## config.mk

```make
export PLATFORM = sky130hd
export DESIGN_NAME = tmf_test_mode
export DESIGN_NICKNAME = d
export VERILOG_FILES = /design/src/inc/tmf_pkg.sv /design/src/hw/tmf_flasher.sv /design/src/hw/tmf_force_lane.sv /design/src/hw/tmf_test_mode.sv
export VERILOG_INCLUDE_DIRS = /design/src /design/src/inc
export SDC_FILE = /design/constraint.sdc
export NUM_CORES = 1
export LEC_CHECK = 0
export ABC_CLOCK_PERIOD_IN_PS = 7200
export BUFFER_PORTS_ARGS = -buffer_cell sky130_fd_sc_hd__buf_2
export CORE_AREA = 2 2 157 159
export CTS_BUF_LIST = sky130_fd_sc_hd__clkbuf_2 sky130_fd_sc_hd__clkbuf_4 sky130_fd_sc_hd__clkbuf_8
export DETAILED_ROUTE_END_ITERATION = 6
export DIE_AREA = 0 0 159 161
export GPL_TIMING_DRIVEN = 0
export PLACE_DENSITY = 0.57
export SYNTH_ARGS = -nofsm -noshare
export SYNTH_HDL_FRONTEND = slang
export SYNTH_HIERARCHICAL = 1
export SYNTH_SLANG_ARGS = --single-unit
```

## constraint.sdc

```tcl
create_clock -name clk_i -period 7.2 [get_ports clk_i]
set_input_delay 0.36 -clock clk_i [delete_from_list [all_inputs] [get_ports clk_i]]
set_output_delay 0.36 -clock clk_i [all_outputs]
set_load 0.01 [all_outputs]
```

## src/inc/tmf_params.svh

```systemverilog
// Constants for the test-mode contact forcing block
`ifndef TMF_PARAMS_SVH
`define TMF_PARAMS_SVH

// ********************************************
// Register offsets (word index on the plain bus)
// ********************************************
`define TMF_ADDR_W 4
`define TMF_OFF_CTRL 4'h0
`define TMF_OFF_IN_FORCE 4'h1
`define TMF_OFF_OUT_FORCE 4'h2
`define TMF_OFF_STATUS 4'h3
`define TMF_OFF_IN_STATE 4'h4
`define TMF_OFF_OUT_STATE 4'h5

// ********************************************
// Field positions
// ********************************************
`define TMF_CTRL_EN_BIT 0
`define TMF_CTRL_SEL_BIT 1
`define TMF_STAT_ACT_BIT 0
`define TMF_STAT_LED_BIT 1

// ********************************************
// Sizes and reset values
// ********************************************
`define TMF_N_IN 16
`define TMF_N_OUT 16
`define TMF_CTRL_RST 2'h0

// ********************************************
// Timing
// ********************************************
`define TMF_CLK_NS 10
`define TMF_FLASH_HALF_MS 250
`define TMF_FLASH_HALF_CYC ((`TMF_FLASH_HALF_MS * 1000000) / `TMF_CLK_NS)

`endif

```

## src/inc/tmf_pkg.sv

```systemverilog
// Types shared by the test-mode contact forcing block
package tmf_pkg;

    // Per-input force choice
    typedef enum logic [1:0] {
        TMF_IN_DISABLED = 2'h0,
        TMF_IN_OPEN = 2'h1,
        TMF_IN_CLOSED = 2'h2
    } tmf_in_force_t;

    // Per-output force choice
    typedef enum logic [1:0] {
        TMF_OUT_DISABLED = 2'h0,
        TMF_OUT_ENERGIZE = 2'h1,
        TMF_OUT_DEENERGIZE = 2'h2,
        TMF_OUT_FREEZE = 2'h3
    } tmf_out_force_t;

    // Test-mode states
    typedef enum logic [1:0] {
        TMF_ST_IDLE = 2'h0,
        TMF_ST_ACTIVE = 2'h1,
        TMF_ST_WAIT = 2'h2
    } tmf_state_t;

    // Register bus request
    typedef struct packed {
        logic [3:0] addr;
        logic [31:0] wdata;
        logic wr;
        logic rd;
    } tmf_bus_req_t;

endpackage : tmf_pkg

```

## src/hw/tmf_flasher.sv

```systemverilog
// Square-wave generator for the test indicator
`timescale 1ns/10ps
`include "tmf_params.svh"
module tmf_flasher import tmf_pkg::*; #(
    parameter int unsigned HALF_CYC = `TMF_FLASH_HALF_CYC
) (
    input wire logic clk_i,
    input wire logic rstn_i,
    input wire logic ce_i,
    input wire logic run_i,
    output logic led_o
);
    logic [31:0] cnt_reg;

    always_ff @(posedge clk_i) begin
        if (!rstn_i) begin
            cnt_reg <= 32'h0;
            led_o <= 1'b0;
        end else if (ce_i) begin
            if (!run_i) begin
                cnt_reg <= 32'h0;
                led_o <= 1'b0;
            end else if (cnt_reg >= HALF_CYC - 1) begin
                cnt_reg <= 32'h0;
                led_o <= ~led_o;
            end else begin
                cnt_reg <= cnt_reg + 32'h1;
            end
        end
    end
endmodule : tmf_flasher

```

## src/hw/tmf_force_lane.sv

```systemverilog
// Forcing of one contact input and one contact output
`timescale 1ns/10ps
module tmf_force_lane import tmf_pkg::*; (
    input wire logic clk_i,
    input wire logic rstn_i,
    input wire logic ce_i,
    input wire logic test_i,
    input wire logic enter_i,
    input wire tmf_in_force_t in_force_i,
    input wire tmf_out_force_t out_force_i,
    input wire logic sensed_i,
    input wire logic operand_i,
    output logic in_next_o,
    output logic out_next_o
);
    logic frz_reg;

    // Freeze snapshot taken from the live operand on the entry cycle
    always_ff @(posedge clk_i) begin
        if (!rstn_i) begin
            frz_reg <= 1'b0;
        end else if (ce_i && enter_i) begin
            frz_reg <= operand_i; // [RL14]
        end
    end

    always_comb begin
        in_next_o = sensed_i; // [RL7]
        if (test_i) begin
            case (in_force_i)
                TMF_IN_OPEN: in_next_o = 1'b0; // [RL8]
                TMF_IN_CLOSED: in_next_o = 1'b1; // [RL9]
                default: in_next_o = sensed_i; // [RL7]
            endcase
        end
    end

    always_comb begin
        out_next_o = operand_i; // [RL11]
        if (test_i) begin
            case (out_force_i)
                TMF_OUT_ENERGIZE: out_next_o = 1'b1; // [RL12]
                TMF_OUT_DEENERGIZE: out_next_o = 1'b0; // [RL13]
                // The snapshot is still loading on the entry cycle
                TMF_OUT_FREEZE: begin
                    out_next_o = enter_i ? operand_i : frz_reg; // [RL14]
                end
                default: out_next_o = operand_i; // [RL11]
            endcase
        end
    end
endmodule : tmf_force_lane

```

## src/hw/tmf_test_mode.sv

```systemverilog
// Test-mode controller with per-contact input and output forcing
// Summary of operation
// [RL1] Test mode is active only while enabled and the trigger is 1.
// [RL2] With the fixed-on trigger, enabling starts test mode.
// [RL3] With the operand trigger, a 1 on the operand starts test mode.
// [RL4] While active, the test indicator flashes.
// [RL5] Nothing but the contact inputs and outputs is touched.
// [RL6] Each contact input and output has its own force setting.
// [RL7] A disabled input force passes the sensed level.
// [RL8] An open input force reports 0 throughout test mode.
// [RL9] A closed input force reports 1 throughout test mode.
// [RL10] With all input forces disabled, inputs report what they sense.
// [RL11] A disabled output force follows its operand, also in test mode.
// [RL12] An energize output force closes the contact in test mode.
// [RL13] A de-energize output force opens the contact in test mode.
// [RL14] A freeze output force holds the pre-test state in test mode.
// [RL15] Dropping enable or trigger ends test mode at once.
`timescale 1ns/10ps
`include "tmf_params.svh"
module tmf_test_mode import tmf_pkg::*; #(
    parameter int unsigned FLASH_HALF_CYC = `TMF_FLASH_HALF_CYC
) (
    input wire logic clk_i,
    input wire logic rstn_i,
    input wire logic ce_i,
    input wire logic [3:0] addr_i,
    input wire logic [31:0] wdata_i,
    input wire logic wr_i,
    input wire logic rd_i,
    output logic [31:0] rdata_o,
    input wire logic trig_operand_i,
    input wire logic [`TMF_N_IN-1:0] contact_input_i,
    input wire logic [`TMF_N_OUT-1:0] operand_i,
    output logic [`TMF_N_IN-1:0] contact_input_o,
    output logic [`TMF_N_OUT-1:0] contact_output_o,
    output logic test_active_o,
    output logic test_led_o
);

    // ********************************************
    // Settings registers
    // ********************************************
    logic [1:0] ctrl_reg;
    logic [31:0] in_force_reg;
    logic [31:0] out_force_reg;
    tmf_state_t state_reg;
    tmf_state_t state_next;
    logic trig_prev_reg;
    logic led_w;
    logic enter_w;
    logic test_w;
    logic trig_w;
    logic [`TMF_N_IN-1:0] in_next;
    logic [`TMF_N_OUT-1:0] out_next;
    tmf_bus_req_t req;

    assign req = '{addr: addr_i, wdata: wdata_i, wr: wr_i, rd: rd_i};

    function automatic logic hit(input logic [3:0] a, input logic [3:0] o);
        hit = (a == o);
    endfunction : hit

    always_ff @(posedge clk_i) begin
        if (!rstn_i) begin
            ctrl_reg <= `TMF_CTRL_RST;
        end else if (ce_i && req.wr && hit(req.addr, `TMF_OFF_CTRL)) begin
            ctrl_reg <= req.wdata[1:0];
        end
    end

    // Two force bits per contact, one independent field each
    always_ff @(posedge clk_i) begin
        if (!rstn_i) begin
            in_force_reg <= 32'h0;
            out_force_reg <= 32'h0;
        end else if (ce_i && req.wr) begin
            if (hit(req.addr, `TMF_OFF_IN_FORCE)) begin
                in_force_reg <= req.wdata; // [RL6]
            end
            if (hit(req.addr, `TMF_OFF_OUT_FORCE)) begin
                out_force_reg <= req.wdata; // [RL6]
            end
        end
    end

    // ********************************************
    // Test-mode decision
    // ********************************************
    // Selector 0 is the fixed-on trigger, 1 the external operand
    assign trig_w = ctrl_reg[`TMF_CTRL_SEL_BIT] ? trig_operand_i : 1'b1;

    // Level-started: enable and trigger both high starts test mode, which
    // also covers the enable edge under the fixed-on trigger.
    always_comb begin
        state_next = state_reg;
        case (state_reg)
            TMF_ST_IDLE: begin
                if (ctrl_reg[`TMF_CTRL_EN_BIT] && trig_w) begin
                    state_next = TMF_ST_ACTIVE; // [RL2] [RL3]
                end
            end
            TMF_ST_ACTIVE: begin
                if (!ctrl_reg[`TMF_CTRL_EN_BIT] || !trig_w) begin
                    state_next = TMF_ST_IDLE; // [RL15]
                end
            end
            default: state_next = TMF_ST_IDLE;
        endcase
    end

    always_ff @(posedge clk_i) begin
        if (!rstn_i) begin
            state_reg <= TMF_ST_IDLE;
            trig_prev_reg <= 1'b0;
        end else if (ce_i) begin
            state_reg <= state_next; // [RL1]
            trig_prev_reg <= trig_w;
        end
    end

    // Forcing follows the next state so it lands with test_active_o
    assign test_w = (state_next == TMF_ST_ACTIVE);
    assign enter_w = (state_reg == TMF_ST_IDLE) && test_w;

    tmf_flasher #(.HALF_CYC(FLASH_HALF_CYC)) u_flash (
        .clk_i(clk_i),
        .rstn_i(rstn_i),
        .ce_i(ce_i),
        .run_i(state_reg == TMF_ST_ACTIVE),
        .led_o(led_w)
    );

    // ********************************************
    // Contact forcing lanes
    // ********************************************
    // Only contact paths pass through here; outside them only the flasher, test_active_o and the status read see test mode
    genvar g;
    generate
        for (g = 0; g < `TMF_N_IN; g++) begin : g_lane
            tmf_force_lane u_lane (
                .clk_i(clk_i),
                .rstn_i(rstn_i),
                .ce_i(ce_i),
                .test_i(test_w),
                .enter_i(enter_w),
                .in_force_i(tmf_in_force_t'(in_force_reg[2*g +: 2])),
                .out_force_i(tmf_out_force_t'(out_force_reg[2*g +: 2])),
                .sensed_i(contact_input_i[g]),
                .operand_i(operand_i[g]),
                .in_next_o(in_next[g]),
                .out_next_o(out_next[g])
            ); // [RL5]
        end
    endgenerate

    always_ff @(posedge clk_i) begin
        if (!rstn_i) begin
            contact_input_o <= '0;
            contact_output_o <= '0;
            test_active_o <= 1'b0;
            test_led_o <= 1'b0;
        end else if (ce_i) begin
            contact_input_o <= in_next; // [RL10]
            contact_output_o <= out_next;
            test_active_o <= test_w;
            test_led_o <= led_w; // [RL4]
        end
    end

    // ********************************************
    // Register read
    // ********************************************
    always_ff @(posedge clk_i) begin
        if (!rstn_i) begin
            rdata_o <= 32'h0;
        end else if (ce_i) begin
            rdata_o <= 32'h0;
            if (req.rd) begin
                case (req.addr)
                    `TMF_OFF_CTRL: rdata_o <= {30'h0, ctrl_reg};
                    `TMF_OFF_IN_FORCE: rdata_o <= in_force_reg;
                    `TMF_OFF_OUT_FORCE: rdata_o <= out_force_reg;
                    `TMF_OFF_STATUS:
                        rdata_o <= {30'h0, test_led_o, test_active_o};
                    `TMF_OFF_IN_STATE: rdata_o <= {16'h0, contact_input_o};
                    `TMF_OFF_OUT_STATE: rdata_o <= {16'h0, contact_output_o};
                    default: rdata_o <= 32'h0;
                endcase
            end
        end
    end

    // ********************************************
    // Checks
    // ********************************************
    // Lane 0 and lane 15 stand for every lane, which share one module
    chk_active_needs_en: assert property ( // [RL1]
        @(posedge clk_i) disable iff (!rstn_i)
        ce_i && test_w |-> ctrl_reg[`TMF_CTRL_EN_BIT] && trig_w)
        else $error("test mode without enable and trigger");

    chk_enter_level: assert property ( // [RL1]
        @(posedge clk_i) disable iff (!rstn_i)
        ce_i && ctrl_reg[`TMF_CTRL_EN_BIT] && trig_w |=> test_active_o)
        else $error("enable and trigger did not start test mode");

    chk_status_active: assert property ( // [RL1]
        @(posedge clk_i) disable iff (!rstn_i)
        ce_i && rd_i && addr_i == `TMF_OFF_STATUS
        |=> rdata_o[`TMF_STAT_ACT_BIT] == $past(test_active_o))
        else $error("status does not show test mode");

    chk_fixed_on_start: assert property ( // [RL2]
        @(posedge clk_i) disable iff (!rstn_i)
        ce_i && !ctrl_reg[`TMF_CTRL_SEL_BIT]
        && $rose(ctrl_reg[`TMF_CTRL_EN_BIT]) |-> test_w)
        else $error("fixed trigger did not start test mode");

    chk_operand_start: assert property ( // [RL3]
        @(posedge clk_i) disable iff (!rstn_i)
        ce_i && ctrl_reg == 2'h3 && trig_operand_i && !trig_prev_reg
        |=> test_active_o)
        else $error("operand did not start test mode");

    chk_led_idle: assert property ( // [RL4]
        @(posedge clk_i) disable iff (!rstn_i)
        !test_active_o && ce_i |=> ##1 (!test_led_o || test_active_o))
        else $error("indicator lit outside test mode");

    chk_in_disabled: assert property ( // [RL7]
        @(posedge clk_i) disable iff (!rstn_i)
        ce_i && test_w
        && (in_force_reg[1:0] == 2'h0 || in_force_reg[1:0] == 2'h3)
        |=> contact_input_o[0] == $past(contact_input_i[0]))
        else $error("disabled input not sensed in test mode");

    chk_in_open: assert property ( // [RL8]
        @(posedge clk_i) disable iff (!rstn_i)
        ce_i && test_w && in_force_reg[1:0] == 2'h1 |=> !contact_input_o[0])
        else $error("open input not forced low");

    chk_in_closed: assert property ( // [RL9]
        @(posedge clk_i) disable iff (!rstn_i)
        ce_i && test_w && in_force_reg[1:0] == 2'h2 |=> contact_input_o[0])
        else $error("closed input not forced high");

    chk_in_last_lane: assert property ( // [RL6]
        @(posedge clk_i) disable iff (!rstn_i)
        ce_i && test_w && in_force_reg[31:30] == 2'h2
        |=> contact_input_o[15])
        else $error("last input lane not forced high");

    chk_in_normal: assert property ( // [RL10]
        @(posedge clk_i) disable iff (!rstn_i)
        ce_i && (in_force_reg == 32'h0 || !test_w)
        |=> contact_input_o == $past(contact_input_i))
        else $error("input not sensed normally");

    chk_out_follow: assert property ( // [RL11]
        @(posedge clk_i) disable iff (!rstn_i)
        ce_i && (out_force_reg[1:0] == 2'h0 || !test_w)
        |=> contact_output_o[0] == $past(operand_i[0]))
        else $error("output not following operand");

    chk_out_test_follow: assert property ( // [RL11]
        @(posedge clk_i) disable iff (!rstn_i)
        ce_i && test_w && out_force_reg[1:0] == 2'h0
        |=> contact_output_o[0] == $past(operand_i[0]))
        else $error("disabled output not following in test mode");

    chk_out_energize: assert property ( // [RL12]
        @(posedge clk_i) disable iff (!rstn_i)
        ce_i && test_w && out_force_reg[1:0] == 2'h1 |=> contact_output_o[0])
        else $error("energized output open");

    chk_out_deenergize: assert property ( // [RL13]
        @(posedge clk_i) disable iff (!rstn_i)
        ce_i && test_w && out_force_reg[1:0] == 2'h2 |=> !contact_output_o[0])
        else $error("de-energized output closed");

    chk_out_last_lane: assert property ( // [RL6]
        @(posedge clk_i) disable iff (!rstn_i)
        ce_i && test_w && out_force_reg[31:30] == 2'h2
        |=> !contact_output_o[15])
        else $error("last output lane not forced open");

    chk_out_freeze: assert property ( // [RL14]
        @(posedge clk_i) disable iff (!rstn_i)
        ce_i && enter_w && out_force_reg[1:0] == 2'h3
        |=> contact_output_o[0] == $past(operand_i[0]))
        else $error("frozen output wrong");

    chk_freeze_last_lane: assert property ( // [RL14]
        @(posedge clk_i) disable iff (!rstn_i)
        ce_i && enter_w && out_force_reg[31:30] == 2'h3
        |=> contact_output_o[15] == $past(operand_i[15]))
        else $error("last frozen output lane wrong");

    chk_exit_prompt: assert property ( // [RL15]
        @(posedge clk_i) disable iff (!rstn_i)
        ce_i && test_active_o && !ctrl_reg[`TMF_CTRL_EN_BIT]
        |=> !test_active_o)
        else $error("test mode not left");

    chk_exit_trigger: assert property ( // [RL15]
        @(posedge clk_i) disable iff (!rstn_i)
        ce_i && test_active_o && ctrl_reg[`TMF_CTRL_SEL_BIT]
        && !trig_operand_i |=> !test_active_o)
        else $error("test mode not left on trigger drop");

    chk_rdata_idle: assert property (
        @(posedge clk_i) disable iff (!rstn_i)
        ce_i && !rd_i |=> rdata_o == 32'h0)
        else $error("read data not cleared");

endmodule : tmf_test_mode

```

Word level (Yosys, flattened, before mapping)
Cells that the tools add are included.

Add/subtract/negate cells: 1. Multiplexer cells: 90. Equal/unequal tests: 88. Reductions and logical operators: 13. $lt $le $gt $ge: 1. Bitwise operators: 1.

Operator list (number): $pmux W32 S6 (1); $eq A2 B2 Y1 const B (48); $mux W32 (3); $eq A2 B1 Y1 const B (34); $mux W1 (51); $pmux W1 S3 (16); $add A32 B1 Y32 const B (1); $ge A32 B25 Y1 const B (1); $pmux W1 S2 (16); $eq A4 B2 Y1 const B (2); $eq A4 B3 Y1 const B (2); $reduce_and A2 Y1 (3); $logic_and A1 B1 Y1 (5); $eq A4 B1 Y1 const B (1); $logic_not A4 Y1 (1); $mux W2 (2); $pmux W2 S2 (1); $logic_not A1 Y1 (2); $logic_not A2 Y1 (1); $ne A2 B2 Y1 const B (1); $logic_or A1 B1 Y1 (1); $not A1 Y1 (1).

Word-level logic and storage cells: 221. Input port bits: 74. Output and inout bits: 66. Register bits: 183.

Logic depth before layout (Yosys ltp)
Word-level depth: 10. Depth in mapped cells: 8. Mapped depth without buffers: 8.

By module
The synthesis kept the hierarchy.

By module, submodules not included: tmf_test_mode (cells each 590, area each 5743.0 um^2, times used 1); tmf_flasher (cells each 187, area each 1749.2 um^2, times used 1); tmf_force_lane (cells each 15, area each 105.1 um^2, times used 16).

Worst setup path before layout
No wires, ideal clock.

Path type: register -> register. Start: reg ctrl_reg[1]. End: reg contact_output_o[13]. Data arrival time: 5.808 ns. Stages on the path, launching flop included: 9. Data required time: 7.084 ns. Slack: 1.276 ns. Cells stage by stage: dfxtp_1 > nor2b_1 > nor3b_1 > nor2b_1 > nand2_1 > a21oi_1 > nor3_1 > mux2i_1 > nor2b_1.

Word-level cells in the longest chain between the ends: 10.

RTL lines: start: declaration (RTL line tmf_test_mode.sv:43) `logic [1:0] ctrl_reg;`; start signal: assignment (RTL line tmf_test_mode.sv:65) `` ctrl_reg <= `TMF_CTRL_RST; ``; start signal: assignment (RTL line tmf_test_mode.sv:67) `ctrl_reg <= req.wdata[1:0];`; $mux W1 (*) (RTL line tmf_test_mode.sv:90) `` assign trig_w = ctrl_reg[`TMF_CTRL_SEL_BIT] ? trig_operand_i : 1'b1; ``; $logic_not A1 Y1 (RTL line tmf_test_mode.sv:103) `` if (!ctrl_reg[`TMF_CTRL_EN_BIT] || !trig_w) begin ``; $logic_or A1 B1 Y1 (RTL line tmf_test_mode.sv:103); $mux W2 (RTL line tmf_test_mode.sv:103); $pmux W2 S2 (*) (RTL line tmf_test_mode.sv:96) `case (state_reg)`; $eq A2 B1 Y1 (*) (RTL line tmf_test_mode.sv:122) `assign test_w = (state_next == TMF_ST_ACTIVE);`; via test_w (RTL line tmf_test_mode.sv:51) `logic test_w;`; $logic_and A1 B1 Y1 (*) (RTL line tmf_test_mode.sv:123) `assign enter_w = (state_reg == TMF_ST_IDLE) && test_w;`; via enter_w (RTL line tmf_test_mode.sv:50) `logic enter_w;`; $mux W1 (*) (RTL line tmf_force_lane.sv:46) `out_next_o = enter_i ? operand_i : frz_reg;`; $pmux W1 S3 (*) (RTL line tmf_force_lane.sv:41) `case (out_force_i)`; $mux W1 (*) (RTL line tmf_force_lane.sv:40) `if (test_i) begin`; via out_next[13] (RTL line tmf_test_mode.sv:54) `` logic [`TMF_N_OUT-1:0] out_next; ``; end signal: assignment (RTL line tmf_test_mode.sv:164) `contact_output_o <= out_next;`; end: declaration (RTL line tmf_test_mode.sv:35) `` output logic [`TMF_N_OUT-1:0] contact_output_o, ``.

The timed path passes the listed nets; every way through them passes the cells marked *. A chain may end at the register's enable or synchronous reset.

Worst setup path after layout
Same ends and word-level chain as after synthesis.

==> key figures <==
Synthesis
  – Post-Syn Nets: 1,108
  – Area share of the largest cell type after synthesis: 39.93%
  – Sequential share of the synthesized area: 39.93%
  – Ys Warns: 6
  – Largest area contributor in the netlist: dfxtp_1
  – Cell variety after synth: 54
  – Cells after synthesis: 1,017
  – Post-synth EDFFs: 0
  – Avg Cell Area, Syn: 9.020 sq um
  – #FFs+latches synth: 183
  – Asr flop ratio synth: 0%
  – Most used DFF post-synth: dfxtp_1
  – Top cells by area, synth: dfxtp_1 (40%), mux2i_1 (9.2%), nand2_1 (6.5%), nor3_1 (3.4%), nand3_1 (3.0%)
  – Syn Std Cell Area: 0.009174 sq mm

Timing
  – # setup viols final: 0
  – Period utilization: 40.59%
  – FMAX: 0.3422 GHz
  – Final Max Slew Viols: 0
  – Max-slew headroom: 35.32%
  – Final Critical Period: 2922 ps
  – RSZ-0062 raised after global routing: false
  – Tightest Pin Transition: 966.0 ps
  – Setup ws final: 4278 ps
  – Post-route setup TNS: 0 ps
  – Endpoints failing hold: 0
  – Final Skew: 22.20 ps
  – Worst hold slack: 131.4 ps

Worst hold path
  – HP Class: in2reg

Layout
  – Share of cells above drive strength 1: 20.59%
  – Non-filler cells, final: 1,516
  – Nets: 1,268
  – FILL cells: 2,444
  – Area grow syn2layout: 16.99%
  – Util after Layout: 44.79%
  – Design area: 0.01073 sq mm

Die
  – Die H: 161 microns
  – Die ar.: 0.02560 sq mm
  – Core ar.: 0.02396 sq mm
  – Ports: 140
  – DIE WIDTH: 159 microns
  – Core Rows: 57
  – Initial Util: 38.28%

Drt
  – Vias/cell: 5.288
  – Remaining DRCs: 0
  – Antenna viol nets, final: 0
  – Vias: 8,017
  – WL per Instance: 18.78 microns
  – DR iter-0 viols: 457
  – First drt pass iteration count: 5
  – WL final: 28,470 microns

Worst setup path
  – WP buf/inv: 1
  – Worst EP arrival: 3290 ps
  – Crit path cell chain: nor2b_1 > nor3b_2 > nor2b_4 > buf_12 > nand2_1 > a21oi_1 > nor3_1 > mux2i_1 > nor2b_1
  – Most used cell, CP: nor2b_1
  – Worst EP required: 7570 ps
  – CP top delay family: simple AND/OR/NAND/NOR gates
  – Critical Path Start Type: flip-flop
  – Worst path slowest cell: nor3b_2
  – CP Max Fanout: 40
  – Crit end category: flip-flop
  – Crit Path Class: reg2reg
  – Max incr delay on CP: 780 ps

Clock network
  – CTS Buf Count: 17
  – Clk sinks: 183
  – Clk root buf: clkbuf_8
  – Cts hold-fix bufs: 0
  – Clk Latency, worst-skew pair: 480 ps
  – # H-tree levels: 4
  – TritonCTS clock tree: done
  – Post-cts resize count: 0
  – Clock transition at path regs: 110 ps
  – Max Root-Sink Buffers: 2
  – Post-CTS Setup Inserts: 0

Power and ir drop
  – Sw Share: 28.26%
  – Seq pwr share: 53.3%
  – Peak VDD IR: 112.2 uV
  – Clock network power share: 37.1%
  – Switch Pwr: 0.5494 mW
  – Power per cell area: 181.2 mW/mm^2
  – Comb power frac: 9.6%
  – Tot Pwr: 1.944 mW
  – Cell-internal power: 1.395 mW
  – Leakage: 4.096 nW

GRT
  – First-pass GRT wire length: 43,790 microns
  – GRT Overall Usage: 22.05%
  – Grt total ovfl: 0
  – Largest net degree at the start of global routing: 41
  – Initial antenna violation count: 4
  – Number of global-route vias before repair: 7,661

Outcome
  – Status: complete, no violations

Placed design
  – Dpl cells: 1,482
  – DP Area: 0.01033 sq mm
  – DPL Wire Length: 20,620 microns
  – Pre-CTS setup slack: 4232 ps
  – RePlAce Congestion: 0.8365
  – PortBufs: 137

Job
  – Total of max-cap violations: 0
==> layer usage <==
metal	vias up	track usage (%)	wire, microns
met5	-	0	25
met4	4	7.686	598
met3	37	4.622	1621
met2	223	35.85	13170
met1	3822	29.17	13050
li1	3931	-	-
==> worst paths after layout <==
kind                                  start                   end  slack, ps  depth (start not counted)
worst max-delay path            ctrl_reg[1]  contact_output_o[13]       4280                          9
worst min-delay path             wdata_i[3]      out_force_reg[3]        130                          3
worst max register to register  ctrl_reg[1]  contact_output_o[13]       4280                          9
worst min register to register  rdata_o[28]           rdata_o[28]        450                          2
==> cells in the mapped netlist, types with 2 or more instances <==
library cell	n
dfxtp_1	183
nand2_1	158
mux2i_1	84
nor3_1	62
nand3_1	55
nor2b_1	40
o21ai_0	35
a21oi_1	34
a21boi_1	32
clkbuf_1	25
buf_2	24
inv_1	22
nand2b_1	20
nor3b_1	19
a21boi_0	18
ha_1	17
xnor2_1	17
a221o_1	16
a22oi_1	16
mux2_4	16
o21ai_1	16
a22o_1	14
nor2_1	13
xor2_1	12
nand4_1	10
buf_4	6
buf_6	6
nor4_1	6
and3_1	4
nand3b_1	4
nand4_4	3
nor4_4	3
and4_1	2
mux4_2	2
nor4b_4	2
or4_1	2
or4_4	2
==> logic make-up (layout without fill, tap and decap cells) <==
kind of cell | Yosys count | in the layout | synth area share (%)
multiplexers | 102 | 102 | 12.27
AO/OA/AOI/OAI | 186 | 186 | 13.53
XOR/XNOR | 29 | 29 | 2.769
adder cells (fa/ha/maj) | 17 | 17 | 2.319
other | 0 | 2 | 0
flip-flops | 183 | 183 | 39.93
buffers and inverters | 84 | 257 | 4.501
AND/OR/NAND/NOR | 416 | 416 | 24.67
==> cells in the final DEF, fill, tap and decap left out, types with 13 or more instances in the layout <==
| cell | n |
|---|---|
| a21boi_1 | 32 |
| inv_1 | 22 |
| nand2b_1 | 20 |
| dfxtp_1 | 183 |
| xnor2_1 | 17 |
| nor2_1 | 13 |
| o21ai_1 | 16 |
| a22oi_1 | 16 |
| ha_1 | 17 |
| a22o_1 | 14 |
| nor3b_1 | 18 |
| a221o_1 | 16 |
| o21ai_0 | 35 |
| clkbuf_8 | 18 |
| buf_2 | 161 |
| clkbuf_1 | 25 |
| a21oi_1 | 34 |
| nor3_1 | 62 |
| nor2b_1 | 39 |
| nand3_1 | 55 |
| mux2i_1 | 84 |
| a21boi_0 | 18 |
| mux2_4 | 16 |
| nand2_1 | 158 |
==> area by class of cell <==
cell class	instances	area, sq um	share of cell area, %
inverters	22	82.58	0.7694
diodes	2	5.005	0.04663
flip-flops and latches	183	3664	34.13
clock inverters	13	141.4	1.317
plain buffers	62	330.3	3.078
clock buffers	19	255.2	2.378
well taps	324	405.4	3.777
multi-input cells	750	5110	47.61
repair buffers	141	739.5	6.890
==> power by group through the flow <==
stage | Clock, mW | Combinational (mW) | Sequential [mW]
global route | 0.770 | 0.201 | 1.04
CTS | 0.731 | 0.187 | 1.04
detailed placement | 0 | 0.186 | 1.06
floorplan | 0 | 0.0986 | 1.06
global placement | 0 | 0.185 | 1.06
finish | 0.721 | 0.187 | 1.04
==> worst min-delay path, stage by stage <==
cell,delay (ps)
buf_2,110
nand3_1,60
a21boi_1,50
(Power assumes the default switching activity.)
